## config.mk

```make
export PLATFORM = sky130hd
export DESIGN_NAME = rhda_top
export DESIGN_NICKNAME = d
export VERILOG_FILES = /design/src/design/rhda_pkg.sv /design/src/design/rhda_top.sv
export SDC_FILE = /design/constraint.sdc
export NUM_CORES = 1
export LEC_CHECK = 0
export ABC_AREA = 1
export BUFFER_PORTS_ARGS = -buffer_cell sky130_fd_sc_hd__buf_2
export CAP_MARGIN = 10
export CORE_MARGIN = 2
export CORE_UTILIZATION = 45
export DETAILED_ROUTE_END_ITERATION = 6
export PLACE_DENSITY = 0.82
export SLEW_MARGIN = 20
export SYNTH_ARGS = -nofsm -noshare
export SYNTH_HDL_FRONTEND = slang
export SYNTH_SLANG_ARGS = --single-unit
```

## constraint.sdc

```tcl
create_clock -name clk_sys -period 2.9 [get_ports clk_sys]
set_input_delay 0.145 -clock clk_sys [delete_from_list [all_inputs] [get_ports clk_sys]]
set_output_delay 0.145 -clock clk_sys [all_outputs]
set_load 0.01 [all_outputs]
```

## src/design/rhda_pkg.sv

```systemverilog
// ==========================================================
// Root hub descriptor constants
package rhda_pkg;
    // Number of root hub ports, fixed at build time (1 to 15)
    localparam int unsigned NUM_PORTS     = 2;
    localparam logic [7:0]  PORT_CNT_VALUE = 8'h02;
    // Width of the byte-wide fields and of one byte lane
    localparam int unsigned BYTE_W        = 8;

    // Register byte offsets from the base address
    localparam int unsigned ADDR_W        = 8;
    localparam logic [7:0]  ADDR_DESC_A   = 8'h48;
    localparam logic [7:0]  ADDR_DESC_B   = 8'h4c;

    // Field positions in the first descriptor register
    localparam int unsigned POS_PGD_LSB   = 24;
    localparam int unsigned POS_NO_OC_PROT   = 12;
    localparam int unsigned POS_OC_MODE      = 11;
    localparam int unsigned POS_COMPOUND     = 10;
    localparam int unsigned POS_NO_PWR_SW    = 9;
    localparam int unsigned POS_PWR_SW_MODE  = 8;
    localparam int unsigned POS_PORT_CNT_LSB = 0;
    // Port power mask position in the second descriptor register
    localparam int unsigned POS_MASK_LSB  = 16;

    // Byte lanes holding the writable fields
    localparam int unsigned LANE_PGD      = 3;
    localparam int unsigned LANE_MODE     = 1;
    localparam int unsigned LANE_MASK_LO  = 2;
    localparam int unsigned LANE_MASK_HI  = 3;

    // Reset values
    localparam logic [7:0]  RST_PGD       = 8'hff;
    localparam logic        RST_NO_OC_PROT  = 1'b0;
    localparam logic        RST_PWR_SW_MODE = 1'b1;
    localparam logic        RST_OC_MODE     = RST_PWR_SW_MODE;
    localparam logic        RST_NO_PWR_SW   = 1'b0;
    localparam logic [15:0] RST_MASK        = 16'h0006;
    localparam logic        COMPOUND_VALUE  = 1'b0;

    // Power-good delay unit; software waits delay byte times this
    localparam int unsigned PGD_UNIT_MS   = 2;
endpackage

```

## src/design/rhda_top.sv

```systemverilog
// Functional notes
// - No-protection bit disables overcurrent reporting
// - Overcurrent mode: collective or per-port reporting
// - Overcurrent mode resets equal to switch mode
// - Compound device bit always reads zero
// - No-power-switching keeps every port powered
// - Switch mode: ganged or individual port power
// - In individual mode, masked ports obey only per-port commands
// - Port count read-only, between 1 and 15
// - Second register holds per-port power mask
`timescale 1ns/1ps

module rhda_top
    import rhda_pkg::*;
(
    input  wire logic                  clk_sys,
    input  wire logic                  sys_rst,
    // Register bus
    input  wire logic [ADDR_W-1:0]     reg_addr,
    input  wire logic                  reg_wr_en,
    input  wire logic                  reg_rd_en,
    input  wire logic [3:0]            reg_be,
    input  wire logic [31:0]           reg_wdata,
    output logic      [31:0]           reg_rdata,
    output logic                       reg_rd_valid,
    // Power switch commands
    input  wire logic                  global_power_on_cmd,
    input  wire logic                  global_power_off_cmd,
    input  wire logic [NUM_PORTS:1]    port_power_on_cmd,
    input  wire logic [NUM_PORTS:1]    port_power_off_cmd,
    // Overcurrent pins and port status
    input  wire logic [NUM_PORTS:1]    overcurrent_pin,
    output logic      [NUM_PORTS:1]    port_power_reg,
    output logic      [NUM_PORTS:1]    port_overcurrent_reg,
    output logic                       global_overcurrent_reg
);

    // ==========================================================
    // Register state
    logic [7:0]           power_good_delay_reg;
    logic                 no_overcurrent_protect_reg;
    logic                 overcurrent_report_mode_reg;
    logic                 no_power_switching_reg;
    logic                 power_switch_mode_reg;
    logic [NUM_PORTS:1]   port_power_mask_reg;
    // Synchroniser stages and accepted state per pin
    logic [NUM_PORTS:1]   oc_meta_reg;
    logic [NUM_PORTS:1]   oc_sync2_reg;
    logic [NUM_PORTS:1]   oc_sync3_reg;
    logic [NUM_PORTS:1]   oc_state_reg;
    // Read images and write decode
    logic [31:0]          desc_a_value;
    logic [31:0]          desc_b_value;
    logic                 wr_desc_a;
    logic                 wr_desc_b;

    // ==========================================================
    // Write decode
    // Full offset match; writes to any other offset are dropped
    assign wr_desc_a = reg_wr_en && (reg_addr == ADDR_DESC_A);
    assign wr_desc_b = reg_wr_en && (reg_addr == ADDR_DESC_B);

    // ==========================================================
    // Read images
    // Reserved and unimplemented bits read as zero; built from
    // stored state so a read never waits on the write path
    always_comb begin
        desc_a_value = '0;
        desc_a_value[POS_PGD_LSB +: BYTE_W]      = power_good_delay_reg;
        desc_a_value[POS_NO_OC_PROT]             = no_overcurrent_protect_reg;
        desc_a_value[POS_OC_MODE]                = overcurrent_report_mode_reg;
        desc_a_value[POS_COMPOUND]               = COMPOUND_VALUE;
        desc_a_value[POS_NO_PWR_SW]              = no_power_switching_reg;
        desc_a_value[POS_PWR_SW_MODE]            = power_switch_mode_reg;
        desc_a_value[POS_PORT_CNT_LSB +: BYTE_W] = PORT_CNT_VALUE;
        desc_b_value = '0;
        desc_b_value[POS_MASK_LSB+1 +: NUM_PORTS] = port_power_mask_reg;
    end

    // ==========================================================
    // Descriptor register writes
    // Reserved bits are never stored, so a careless write cannot
    // leave them non-zero; device type and port count have no storage.
    always_ff @(posedge clk_sys or posedge sys_rst) begin
        if (sys_rst) begin
            power_good_delay_reg        <= RST_PGD;
            no_overcurrent_protect_reg  <= RST_NO_OC_PROT;
            overcurrent_report_mode_reg <= RST_OC_MODE;
            no_power_switching_reg      <= RST_NO_PWR_SW;
            power_switch_mode_reg       <= RST_PWR_SW_MODE;
        end else if (wr_desc_a) begin
            // Each lane is taken alone, so a partial write keeps the rest
            if (reg_be[LANE_PGD]) begin
                power_good_delay_reg <= reg_wdata[POS_PGD_LSB +: BYTE_W];
            end
            if (reg_be[LANE_MODE]) begin
                no_overcurrent_protect_reg  <= reg_wdata[POS_NO_OC_PROT];
                overcurrent_report_mode_reg <= reg_wdata[POS_OC_MODE];
                no_power_switching_reg      <= reg_wdata[POS_NO_PWR_SW];
                power_switch_mode_reg       <= reg_wdata[POS_PWR_SW_MODE];
            end
        end
    end

    // Port power mask, per-port bits only; bit 0 is reserved
    // The lane of each mask bit is worked out from its position, so
    // a wider port count needs no change here
    always_ff @(posedge clk_sys or posedge sys_rst) begin
        if (sys_rst) begin
            port_power_mask_reg <= RST_MASK[NUM_PORTS:1];
        end else if (wr_desc_b) begin
            for (int i = 1; i <= NUM_PORTS; i++) begin
                if (reg_be[(POS_MASK_LSB + i) / BYTE_W]) begin
                    port_power_mask_reg[i] <= reg_wdata[POS_MASK_LSB + i];
                end
            end
        end
    end

    // ==========================================================
    // Read path: data one cycle after the read strobe
    // Valid is a one-cycle pulse that follows every read strobe
    always_ff @(posedge clk_sys or posedge sys_rst) begin
        if (sys_rst) begin
            reg_rd_valid <= 1'b0;
        end else begin
            reg_rd_valid <= reg_rd_en;
        end
    end

    // Read data holds between reads, so a slow master may take it late
    always_ff @(posedge clk_sys or posedge sys_rst) begin
        if (sys_rst) begin
            reg_rdata <= '0;
        end else if (reg_rd_en) begin
            case (reg_addr)
                ADDR_DESC_A: reg_rdata <= desc_a_value;
                ADDR_DESC_B: reg_rdata <= desc_b_value;
                default:     reg_rdata <= '0;  // Unmapped reads zero
            endcase
        end
    end

    // ==========================================================
    // Port power control
    // Set and clear in the same cycle: switch-on wins, so a port is
    // never dropped by a racing pair of commands.
    // Leaving fixed power keeps ports on until a clear command, so a
    // mode change alone never drops a powered device.
    always_ff @(posedge clk_sys or posedge sys_rst) begin
        if (sys_rst) begin
            port_power_reg <= '0;
        end else begin
            for (int i = 1; i <= NUM_PORTS; i++) begin
                if (no_power_switching_reg) begin
                    port_power_reg[i] <= 1'b1;
                end else if (power_switch_mode_reg && port_power_mask_reg[i]) begin
                    if (port_power_on_cmd[i]) begin
                        port_power_reg[i] <= 1'b1;
                    end else if (port_power_off_cmd[i]) begin
                        port_power_reg[i] <= 1'b0;
                    end
                end else begin
                    if (global_power_on_cmd) begin
                        port_power_reg[i] <= 1'b1;
                    end else if (global_power_off_cmd) begin
                        port_power_reg[i] <= 1'b0;
                    end
                end
            end
        end
    end

    // ==========================================================
    // Overcurrent pin synchroniser
    // Three stages; a change is taken only when stages two and three agree
    always_ff @(posedge clk_sys or posedge sys_rst) begin
        if (sys_rst) begin
            oc_meta_reg  <= '0;
            oc_sync2_reg <= '0;
            oc_sync3_reg <= '0;
        end else begin
            oc_meta_reg  <= overcurrent_pin;
            oc_sync2_reg <= oc_meta_reg;
            oc_sync3_reg <= oc_sync2_reg;
        end
    end

    // Accepted state; a one-cycle glitch on a pin never reaches it
    always_ff @(posedge clk_sys or posedge sys_rst) begin
        if (sys_rst) begin
            oc_state_reg <= '0;
        end else begin
            for (int i = 1; i <= NUM_PORTS; i++) begin
                if (oc_sync2_reg[i] == oc_sync3_reg[i]) begin
                    oc_state_reg[i] <= oc_sync3_reg[i];
                end
            end
        end
    end

    // ==========================================================
    // Overcurrent reporting per the selected mode
    // Collective mode mirrors the OR on every port bit, so a driver
    // that polls a single port still sees the shared fault
    always_ff @(posedge clk_sys or posedge sys_rst) begin
        if (sys_rst) begin
            port_overcurrent_reg   <= '0;
            global_overcurrent_reg <= 1'b0;
        end else if (no_overcurrent_protect_reg) begin
            port_overcurrent_reg   <= '0;
            global_overcurrent_reg <= 1'b0;
        end else if (overcurrent_report_mode_reg) begin
            port_overcurrent_reg   <= oc_state_reg;
            global_overcurrent_reg <= 1'b0;
        end else begin
            port_overcurrent_reg   <= {NUM_PORTS{|oc_state_reg}};
            global_overcurrent_reg <= |oc_state_reg;
        end
    end

endmodule

```

After elaboration in Yosys (flattened, before gate mapping)
Index checks and enable logic that the tools add are counted.

word-level totals
  register bits after elaboration = 60
  input bits = 56
  output and inout port bits = 38

operators by class
  mux-type cells = 15
  equality and inequality tests = 6
  reduce and logical (&&, ||, !) cells = 12

operator list
  cell                                                                   number
  32-bit case mux with 2 select lines                                    1
  8-bit by 7-bit equality test with 1-bit output, second input constant  2
  1-bit 2-to-1 mux                                                       12
  2-bit AND reduction                                                    5
  4-bit inequality test, second input constant                           2
  4-bit nonzero test                                                     2
  1-bit logical AND                                                      4
  2-bit 2-to-1 mux                                                       2
  1-bit equality test                                                    2
  2-bit OR reduction                                                     1

Logic depth before layout (Yosys ltp)
Gate-level depths: netlist of the first run.

  word-level depth = 4
  gate-level depth with buffers = 7
  gate-level depth less buffers = 7

Worst setup path before layout of the first run
No wires, ideal clock.

  path type = register -> register
  start = register power_switch_mode_reg
  end = register port_power_reg[1] (netlist bit)
  cell stages (with the launch flop) = 4
  data required time = 2,773 ps
  buffers on the path = 0
  data arrival time = 844 ps
  path slack = 1,929 ps
  library setup time = 127 ps
  cell sequence = dfstp_2 > nand2_1 > o31ai_1 > nand2_1

between the ends
  longest elaborated chain between the ends = 3
  elaborated cells between the ends (all ways) = 6
  classes of those cells = eq/ne (1); mux (2); reduce/logical (3)

ends and longest elaborated chain
  what                                                               line             source
  from (decl)                                                        rhda_top.sv:44   logic power_switch_mode_reg;
  from (signal assigned)                                             rhda_top.sv:100  power_switch_mode_reg <= reg_wdata[POS_PWR_SW_MODE];
  1-bit logical AND (*)                                              rhda_top.sv:157  end else if (power_switch_mode_reg && port_power_mask_reg[i]) begin
  4-bit inequality test (no line), or another cell as far along      --
  2-bit AND reduction (no line) or 1-bit 2-to-1 mux (tied branches)  --
  to (signal, indexed assignment)                                    rhda_top.sv:156  port_power_reg[i] <= 1'b1;
  to (signal, indexed assignment)                                    rhda_top.sv:159  port_power_reg[i] <= 1'b1;
  to (signal, indexed assignment)                                    rhda_top.sv:161  port_power_reg[i] <= 1'b0;
  to (decl)                                                          rhda_top.sv:33   output logic [NUM_PORTS:1] port_power_reg,

Mark *: on every way between the ends. The rest lies on a longest branch, timed or not.
A chain may end at the register's enable or synchronous reset.

Worst setup path in the final report of the first run
Same ends and word-level chain as after synthesis.

==> qor.txt, run 1 <==
Yosys cell types -> 23
Htree depth -> 2
Worst-Margin Slew -> 961 ps
Post-Route WL -> 3840 um
GP Congestion -> 0.778
CP Max Fanout -> 5
Switching power share of the total -> 23.2%
Largest net degree at the start of global routing -> 29
Drt wl/cell -> 12.4 um
Vias -> 1,482
Inserted Clock Buffers -> 5
Flop pwr share -> 55.6%
Clock tree sinks -> 43
IO Count -> 94
P_int -> 875 uW
Post-route ant nets -> 0
Place WS -> 1570 ps
CP max stage delay -> 580 ps
Setup TNS -> 0 ps
Crit Path Category -> reg -> reg
Worst setup margin -> 1790 ps
Syn-to-layout area delta -> 19.6%
Multi-input logic area -> 629 um2
Minimum clock period -> 1110 ps
Crit. End Element -> flop
Grt ovf -> 0
Critical Path RT -> 3070 ps
Full die area -> 4700 um2
Gr usage total -> 17.6%
Die Span X -> 68.6 um
NetSw -> 265 uW
Post-synthesis compound-gate area fraction -> 2.53%
Worst hold slack -> 68.8 ps
Post-Synth XOR/XNOR Area -> 0%
Filler cell count -> 363
RSZ-0062 raised after global routing -> false
Core Region -> 4000 um2
Simple logic cell fraction of the synthesized area -> 26.5%
Type of origin of the critical path -> flop
Vias in the first global route -> 1,396
Global-route wire length before repair -> 6180 um
Initial antenna violation count -> 0
Final period utilization -> 38.3%
DRT Pass-1 Iters -> 4
FF+latch area -> 1090 um2
Worst Path Arrival -> 1280 ps
#FFs+latches synth -> 43
Clk root buf -> clkbuf_8
Rel. slew slack -> 35.9%
CP top delay family -> flip-flops
Post-Layout Inst Area -> 2240 um2
Worst min path class -> in -> async
Port bufs -> 57
Initial Util -> 46.9%
Final net count -> 315
Largest family of logic cells by synthesized area -> simple AND/OR/NAND/NOR gates
Pins Over Slew Limit -> 0
Area post-placement -> 2120 um2
Post-CTS setup buffer count -> 0
Number of cell rows -> 23
Status -> complete, no violations
Gate power share -> 8.6%
Maximum root-to-sink buffer count -> 2
Yosys warning count -> 0
Clk_lat worst skew -> 280 ps
CTS tree -> built
Ratio of cells with drive above 1 in the final layout -> 33.1%
PwrDens -> 508 nW/um2
Power Total -> 1140 uW
CP most frequent cell -> nand2_1
# DRC -> 0
Post-Syn Area -> 1880 um2
Final setup fails -> 0
Clock skew -> 2.29 ps
DP HPWL -> 2870 um
Clock power share -> 35.7%
Final Hold Vio Count -> 0
Leak pwr -> 0.00122 uW
# diodes -> 0
Worst Path Buf+Inv -> 0
Drt first-iter violations -> 77
Register area share after synthesis -> 58.1%
Via density per instance -> 4.78
Max reg flops -> 15
IR drop worst, VDD -> 0.000250 V
Mean Syn Cell Area -> 9.43 um2
Cells after Synth -> 199
Crit-path cells -> nand2_1 > o31ai_1 > nand2_1
Slowest cell on crit path -> dfstp_2
Clock-pin slew on the worst setup and hold paths -> 80 ps
Synth Area in Adders -> 1.07%
Fmax -> 901 MHz
Proportion of synthesized area in mux cells -> 0%
Die H -> 68.6 um
Max cap viols -> 0
==> logic make-up after synthesis <==
logic type                 count (synthesis)
AOI/OAI and AO/OA                          9
adders and majority gates                  2
buffers and inverters                     35
DFF                                       43
other                                      1
and+or+nand+nor                          109
==> layout by cell type, fill, tap and decap left out, types with 7 or more instances in the layout <==
master    count
nand2_1      64
nor2_1        7
nand4_1      13
inv_1        12
conb_1       17
buf_2        57
dfstp_2      12
dfrtp_1      31
clkbuf_8      7
nand3_1      15
==> through the flow <==
step | util [%] | cells
finish | 56.1 | 310
global route | 56.1 | 310
CTS | 56.1 | 310
detailed placement | 53.0 | 300
global placement | 53.0 | 300
floorplan | - | 215
==> metal layers <==
layer  global-route usage [%]  up-vias  wire [um]  share of wire (%)
met3                     4.22        4        251                6.5
li1                         -      729          -                  -
met2                     31.5       59       2070                 54
met1                     20.7      690       1470                 38
met4                     5.50        0         42                1.1
met5                        0        -          0                  0
==> cell type report <==
| class | instances | area share (%) |
|---|---|---|
| flip-flops and latches | 43 | 48.6 |
| multi-input cells | 137 | 28.0 |
| repair buffers | 60 | 13.9 |
| clock buffers | 7 | 4.29 |
| well taps | 50 | 2.79 |
| inverters | 12 | 2.01 |
| clock inverters | 1 | 0.334 |
==> power by group through the flow <==
stage	Combinational [uW]	Sequential (uW)	Clock, uW
global placement	93.7	643	0
finish	98.6	634	407
detailed placement	96.7	645	0
CTS	99.1	634	417
floorplan	66.3	646	0
global route	113	637	439
==> repair_timing <==
item,CTS,global route
setup endpoints to repair,0,0
endpoints found under the hold margin,2,0
gates resized for setup,0,0
hold buffers,2,0
==> worst paths after layout <==
check | from | end | slack (ps) | depth (start not counted)
hold reg to reg | oc_meta_reg[1]$_DFF_PP0_ | oc_sync2_reg[1]$_DFF_PP0_ | 350 | 0
setup / recovery | power_switch_mode_reg$_DFFE_PP1P_ | port_power_reg[1]$_DFFE_PP0P_ | 1790 | 3
max in group asynchronous | sys_rst | power_good_delay_reg[1]$_DFFE_PP1P_ | 1990 | 3
setup reg to reg | power_switch_mode_reg$_DFFE_PP1P_ | port_power_reg[1]$_DFFE_PP0P_ | 1790 | 3
min in group clk_sys | reg_wdata[17] | port_power_mask_reg[1]$_DFFE_PP1P_ | 70 | 3
hold / removal | sys_rst | reg_rdata[11]$_DFFE_PP0P_ | 70 | 2
==> synth_stat cells <==
cell type	number	area, um2
nand4_2	1	12.5
nand2_1	64	240
dfrtp_1	31	776
nand2_2	1	6.26
a21oi_1	3	15.0
nor2_2	4	25.0
nor3_1	2	10.0
buf_4	17	128
o31ai_1	1	7.51
dfstp_2	12	315
maj3_1	2	20.0
clkbuf_1	1	3.75
buf_6	2	22.5
o21ai_0	5	25.0
conb_1	1	3.75
clkbuf_4	1	7.51
nand3_1	15	75.1
nand3_2	1	10.0
nor2_4	1	11.3
buf_2	2	10.0
nand4_1	13	81.3
inv_1	12	45.0
nor2_1	7	26.3
Power figures use the tool's default switching activity.
==> run 2: changes to the inputs <==
--- a/config.mk
+++ b/config.mk
@@ -9,9 +9,9 @@
 export BUFFER_PORTS_ARGS = -buffer_cell sky130_fd_sc_hd__buf_2
 export CAP_MARGIN = 10
 export CORE_MARGIN = 2
-export CORE_UTILIZATION = 45
+export CORE_UTILIZATION = 41
 export DETAILED_ROUTE_END_ITERATION = 6
-export PLACE_DENSITY = 0.82
+export PLACE_DENSITY = 0.79
 export SLEW_MARGIN = 20
 export SYNTH_ARGS = -nofsm -noshare
 export SYNTH_HDL_FRONTEND = slang
==> constraint.sdc (replaced) <==
create_clock -name clk_sys -period 0.9 [get_ports clk_sys]
set_input_delay 0.045 -clock clk_sys [delete_from_list [all_inputs] [get_ports clk_sys]]
set_output_delay 0.045 -clock clk_sys [all_outputs]
set_load 0.01 [all_outputs]
==> run 2 against run 1 <==
Against the previous run:
- the flow now finishes with violations (negative setup slack)
- non-clock buffer count increased by 28
- global-route usage is 0.44 points lower
- total power rose to 3.7 times the previous value
- clock power grew to 4.3 times the previous value
- combinational power rose to 4.1 times the previous value
- first-iteration DRC count grew 26%
- fmax grew 9.5%
- setup slack worse by 1900 ps
- die area rose by 9.2%
- register-to-register slack worse by 1900 ps
- via count is 7.1% higher
- sequential share of layout area decreased by 6.1 points
==> qor.txt, run 2 (synthesized netlist as in run 1, its figures left out) <==
Worst hold slack -> 14.6 ps (-54.1 ps)
Clk root buf -> clkbuf_8
Initial antenna violation count -> 0 (unchanged)
P_int -> 3300 uW (+280%)
Worst-Margin Slew -> 506 ps (-455 ps)
Port bufs -> 57 (unchanged)
Worst min path class -> in -> reg
Maximum root-to-sink buffer count -> 2 (unchanged)
Power Total -> 4200 uW (+270%)
CTS tree -> built
Status -> finished with violations
IO Count -> 94 (unchanged)
Clock-pin slew on the worst setup and hold paths -> 80 ps (about the same)
Max cap viols -> 0 (unchanged)
Fmax -> 986 MHz (+9.5%)
PwrDens -> 1630 nW/um2 (+220%)
Crit. End Element -> flop
Rel. slew slack -> 66.2% (+30 points)
Syn-to-layout area delta -> 36.9%
Clock power share -> 41.8% (+6.1 points)
Failing checks -> negative setup slack
Clock tree sinks -> 43 (unchanged)
DRT Pass-1 Iters -> 5 (+1)
Vias in the first global route -> 1,477 (+5.8%)
# DRC -> 0 (unchanged)
IR drop worst, VDD -> 0.000559 V (+120%)
Clock skew -> 8.41 ps (+6.13 ps)
Worst setup margin -> -114 ps (-1900 ps)
Crit-path cells -> nand2_1 > o31ai_1 > nand2_1
Final net count -> 343 (+8.9%)
Type of origin of the critical path -> flop
Inserted Clock Buffers -> 5 (unchanged)
CP max stage delay -> 560 ps (-20 ps)
Pins Over Slew Limit -> 0 (unchanged)
Worst Path Arrival -> 1190 ps (-90 ps)
Htree depth -> 2 (unchanged)
Number of cell rows -> 24 (+4.3%)
Clk_lat worst skew -> 290 ps (about the same)
Gate power share -> 9.6% (+1.0 points)
Flop pwr share -> 48.6% (-7.0 points)
Largest net degree at the start of global routing -> 44 (+52%)
GP Congestion -> 0.758 (-2.5%)
Slowest cell on crit path -> dfstp_2
Full die area -> 5130 um2 (+9.2%)
CP most frequent cell -> nand2_1
Post-route ant nets -> 0 (unchanged)
Drt first-iter violations -> 97 (+26%)
Die Span X -> 71.7 um (+4.5%)
Crit Path Category -> reg -> reg
Critical Path RT -> 1070 ps (-2000 ps)
Core Region -> 4380 um2 (+9.6%)
Leak pwr -> 0.00137 uW (+12%)
Final Hold Vio Count -> 0 (unchanged)
Fin util -> 58.6% (+2.5 points)
Commonest non-fill, non-tap cells in the layout -> 64 x nand2_1, 56 x buf_2, 31 x dfrtp_1
Final setup fails -> 2 (+2)
Final period utilization -> 113% (+74 points)
Switching power share of the total -> 21.5% (-1.8 points)
Minimum clock period -> 1010 ps (-96.5 ps)
NetSw -> 901 uW (+240%)
Grt ovf -> 0 (unchanged)
Place WS -> -101 ps (-1670 ps)
Drt wl/cell -> 11.7 um (-5.3%)
RSZ-0062 raised after global routing -> true
Gr usage total -> 17.1% (-0.44 points)
Global-route wire length before repair -> 6800 um (+10%)
Post-Route WL -> 3980 um (+3.9%)
Die H -> 71.7 um (+4.5%)
DP HPWL -> 2800 um (-2.4%)
CP Max Fanout -> 4 (-1)
Most common cell after layout, fill and taps aside -> nand2_1
Max reg flops -> 15 (unchanged)
Ratio of cells with drive above 1 in the final layout -> 35.8% (+2.7 points)
# diodes -> 0 (unchanged)
Via density per instance -> 4.67 (-2.4%)
Vias -> 1,587 (+7.1%)
Initial Util -> 42.8% (-4.1 points)
R2r setup slk -> -110 ps (-1900 ps)
[run 2: changes by cell type in the layout (fill, tap and decap cells not counted), sizes merged]
cell,delta
buf,+13
bufinv,+2
clkbuf,-1
dlygate4sd3,+15
inv,-1
[run 2: power groups by stage]
stage	Combinational [uW]	Sequential [uW]	Clock, uW
global placement	339	2070	0
finish	404	2040	1760
floorplan	215	2080	0
global route	456	2050	1880
CTS	404	2040	1800
detailed placement	345	2070	0
[run 2: area by class of cell]
| cell class | count | area [um2] |
|---|---|---|
| Clock buffer | 6 | 72.6 |
| Clock inverter | 2 | 60.1 |
| Fill cell | 405 | 1820 |
| Inverter | 12 | 48.8 |
| Multi-Input combinational cell | 137 | 639 |
| Sequential cell | 43 | 1090 |
| Tap cell | 52 | 65.1 |
| Timing Repair Buffer | 88 | 592 |
[run 2: final timing paths]
path | from | endpoint | cells after the start
max in group asynchronous | sys_rst | power_good_delay_reg[5]$_DFFE_PP1P_ | 4
worst min register to register | oc_meta_reg[2]$_DFF_PP0_ | oc_sync2_reg[2]$_DFF_PP0_ | 0
worst max-delay path | power_switch_mode_reg$_DFFE_PP1P_ | port_power_reg[1]$_DFFE_PP0P_ | 3
worst min-delay path | reg_be[1] | power_switch_mode_reg$_DFFE_PP1P_ | 3
min in group asynchronous | sys_rst | port_overcurrent_reg[1]$_DFF_PP0_ | 4
worst max register to register | power_switch_mode_reg$_DFFE_PP1P_ | port_power_reg[1]$_DFFE_PP0P_ | 3
[run 2: layer usage]
metal / up-vias / track usage [%] / routed length (um)
met2: 68 / 25.9 / 1930
met3: 6 / 5.63 / 316
met5: - / 0 / 0
li1: 783 / - / -
met4: 0 / 6.92 / 57
met1: 730 / 22.8 / 1680
[run 2: critical path, delay by kind of cell, from the launching register on]
kind               cells  cell delay, ps
DFF                    1             560
AOI/OAI and AO/OA      1             220
and+or+nand+nor        2             120
[run 2: what timing repair did]
item / in CTS / in global routing
buffers inserted: 0 / 3
resized for setup: 0 / 5
hold buffers: 17 / 0
setup endpoints to repair: 2 / 12
hold endpoints to repair: 47 / 0
pin swaps: 2 / 1
[run 2: stage by stage]
stage | area [um2] | TNS (ps) | std cells
5_1_grt | 2570 | -288 | 340
3_5_place_dp | 2230 | -654 | 312
6_report | 2570 | -196 | 340
3_3_place_gp | 2230 | -365 | 312
4_1_cts | 2530 | -181 | 337
2_1_floorplan | 1940 | -129 | 215
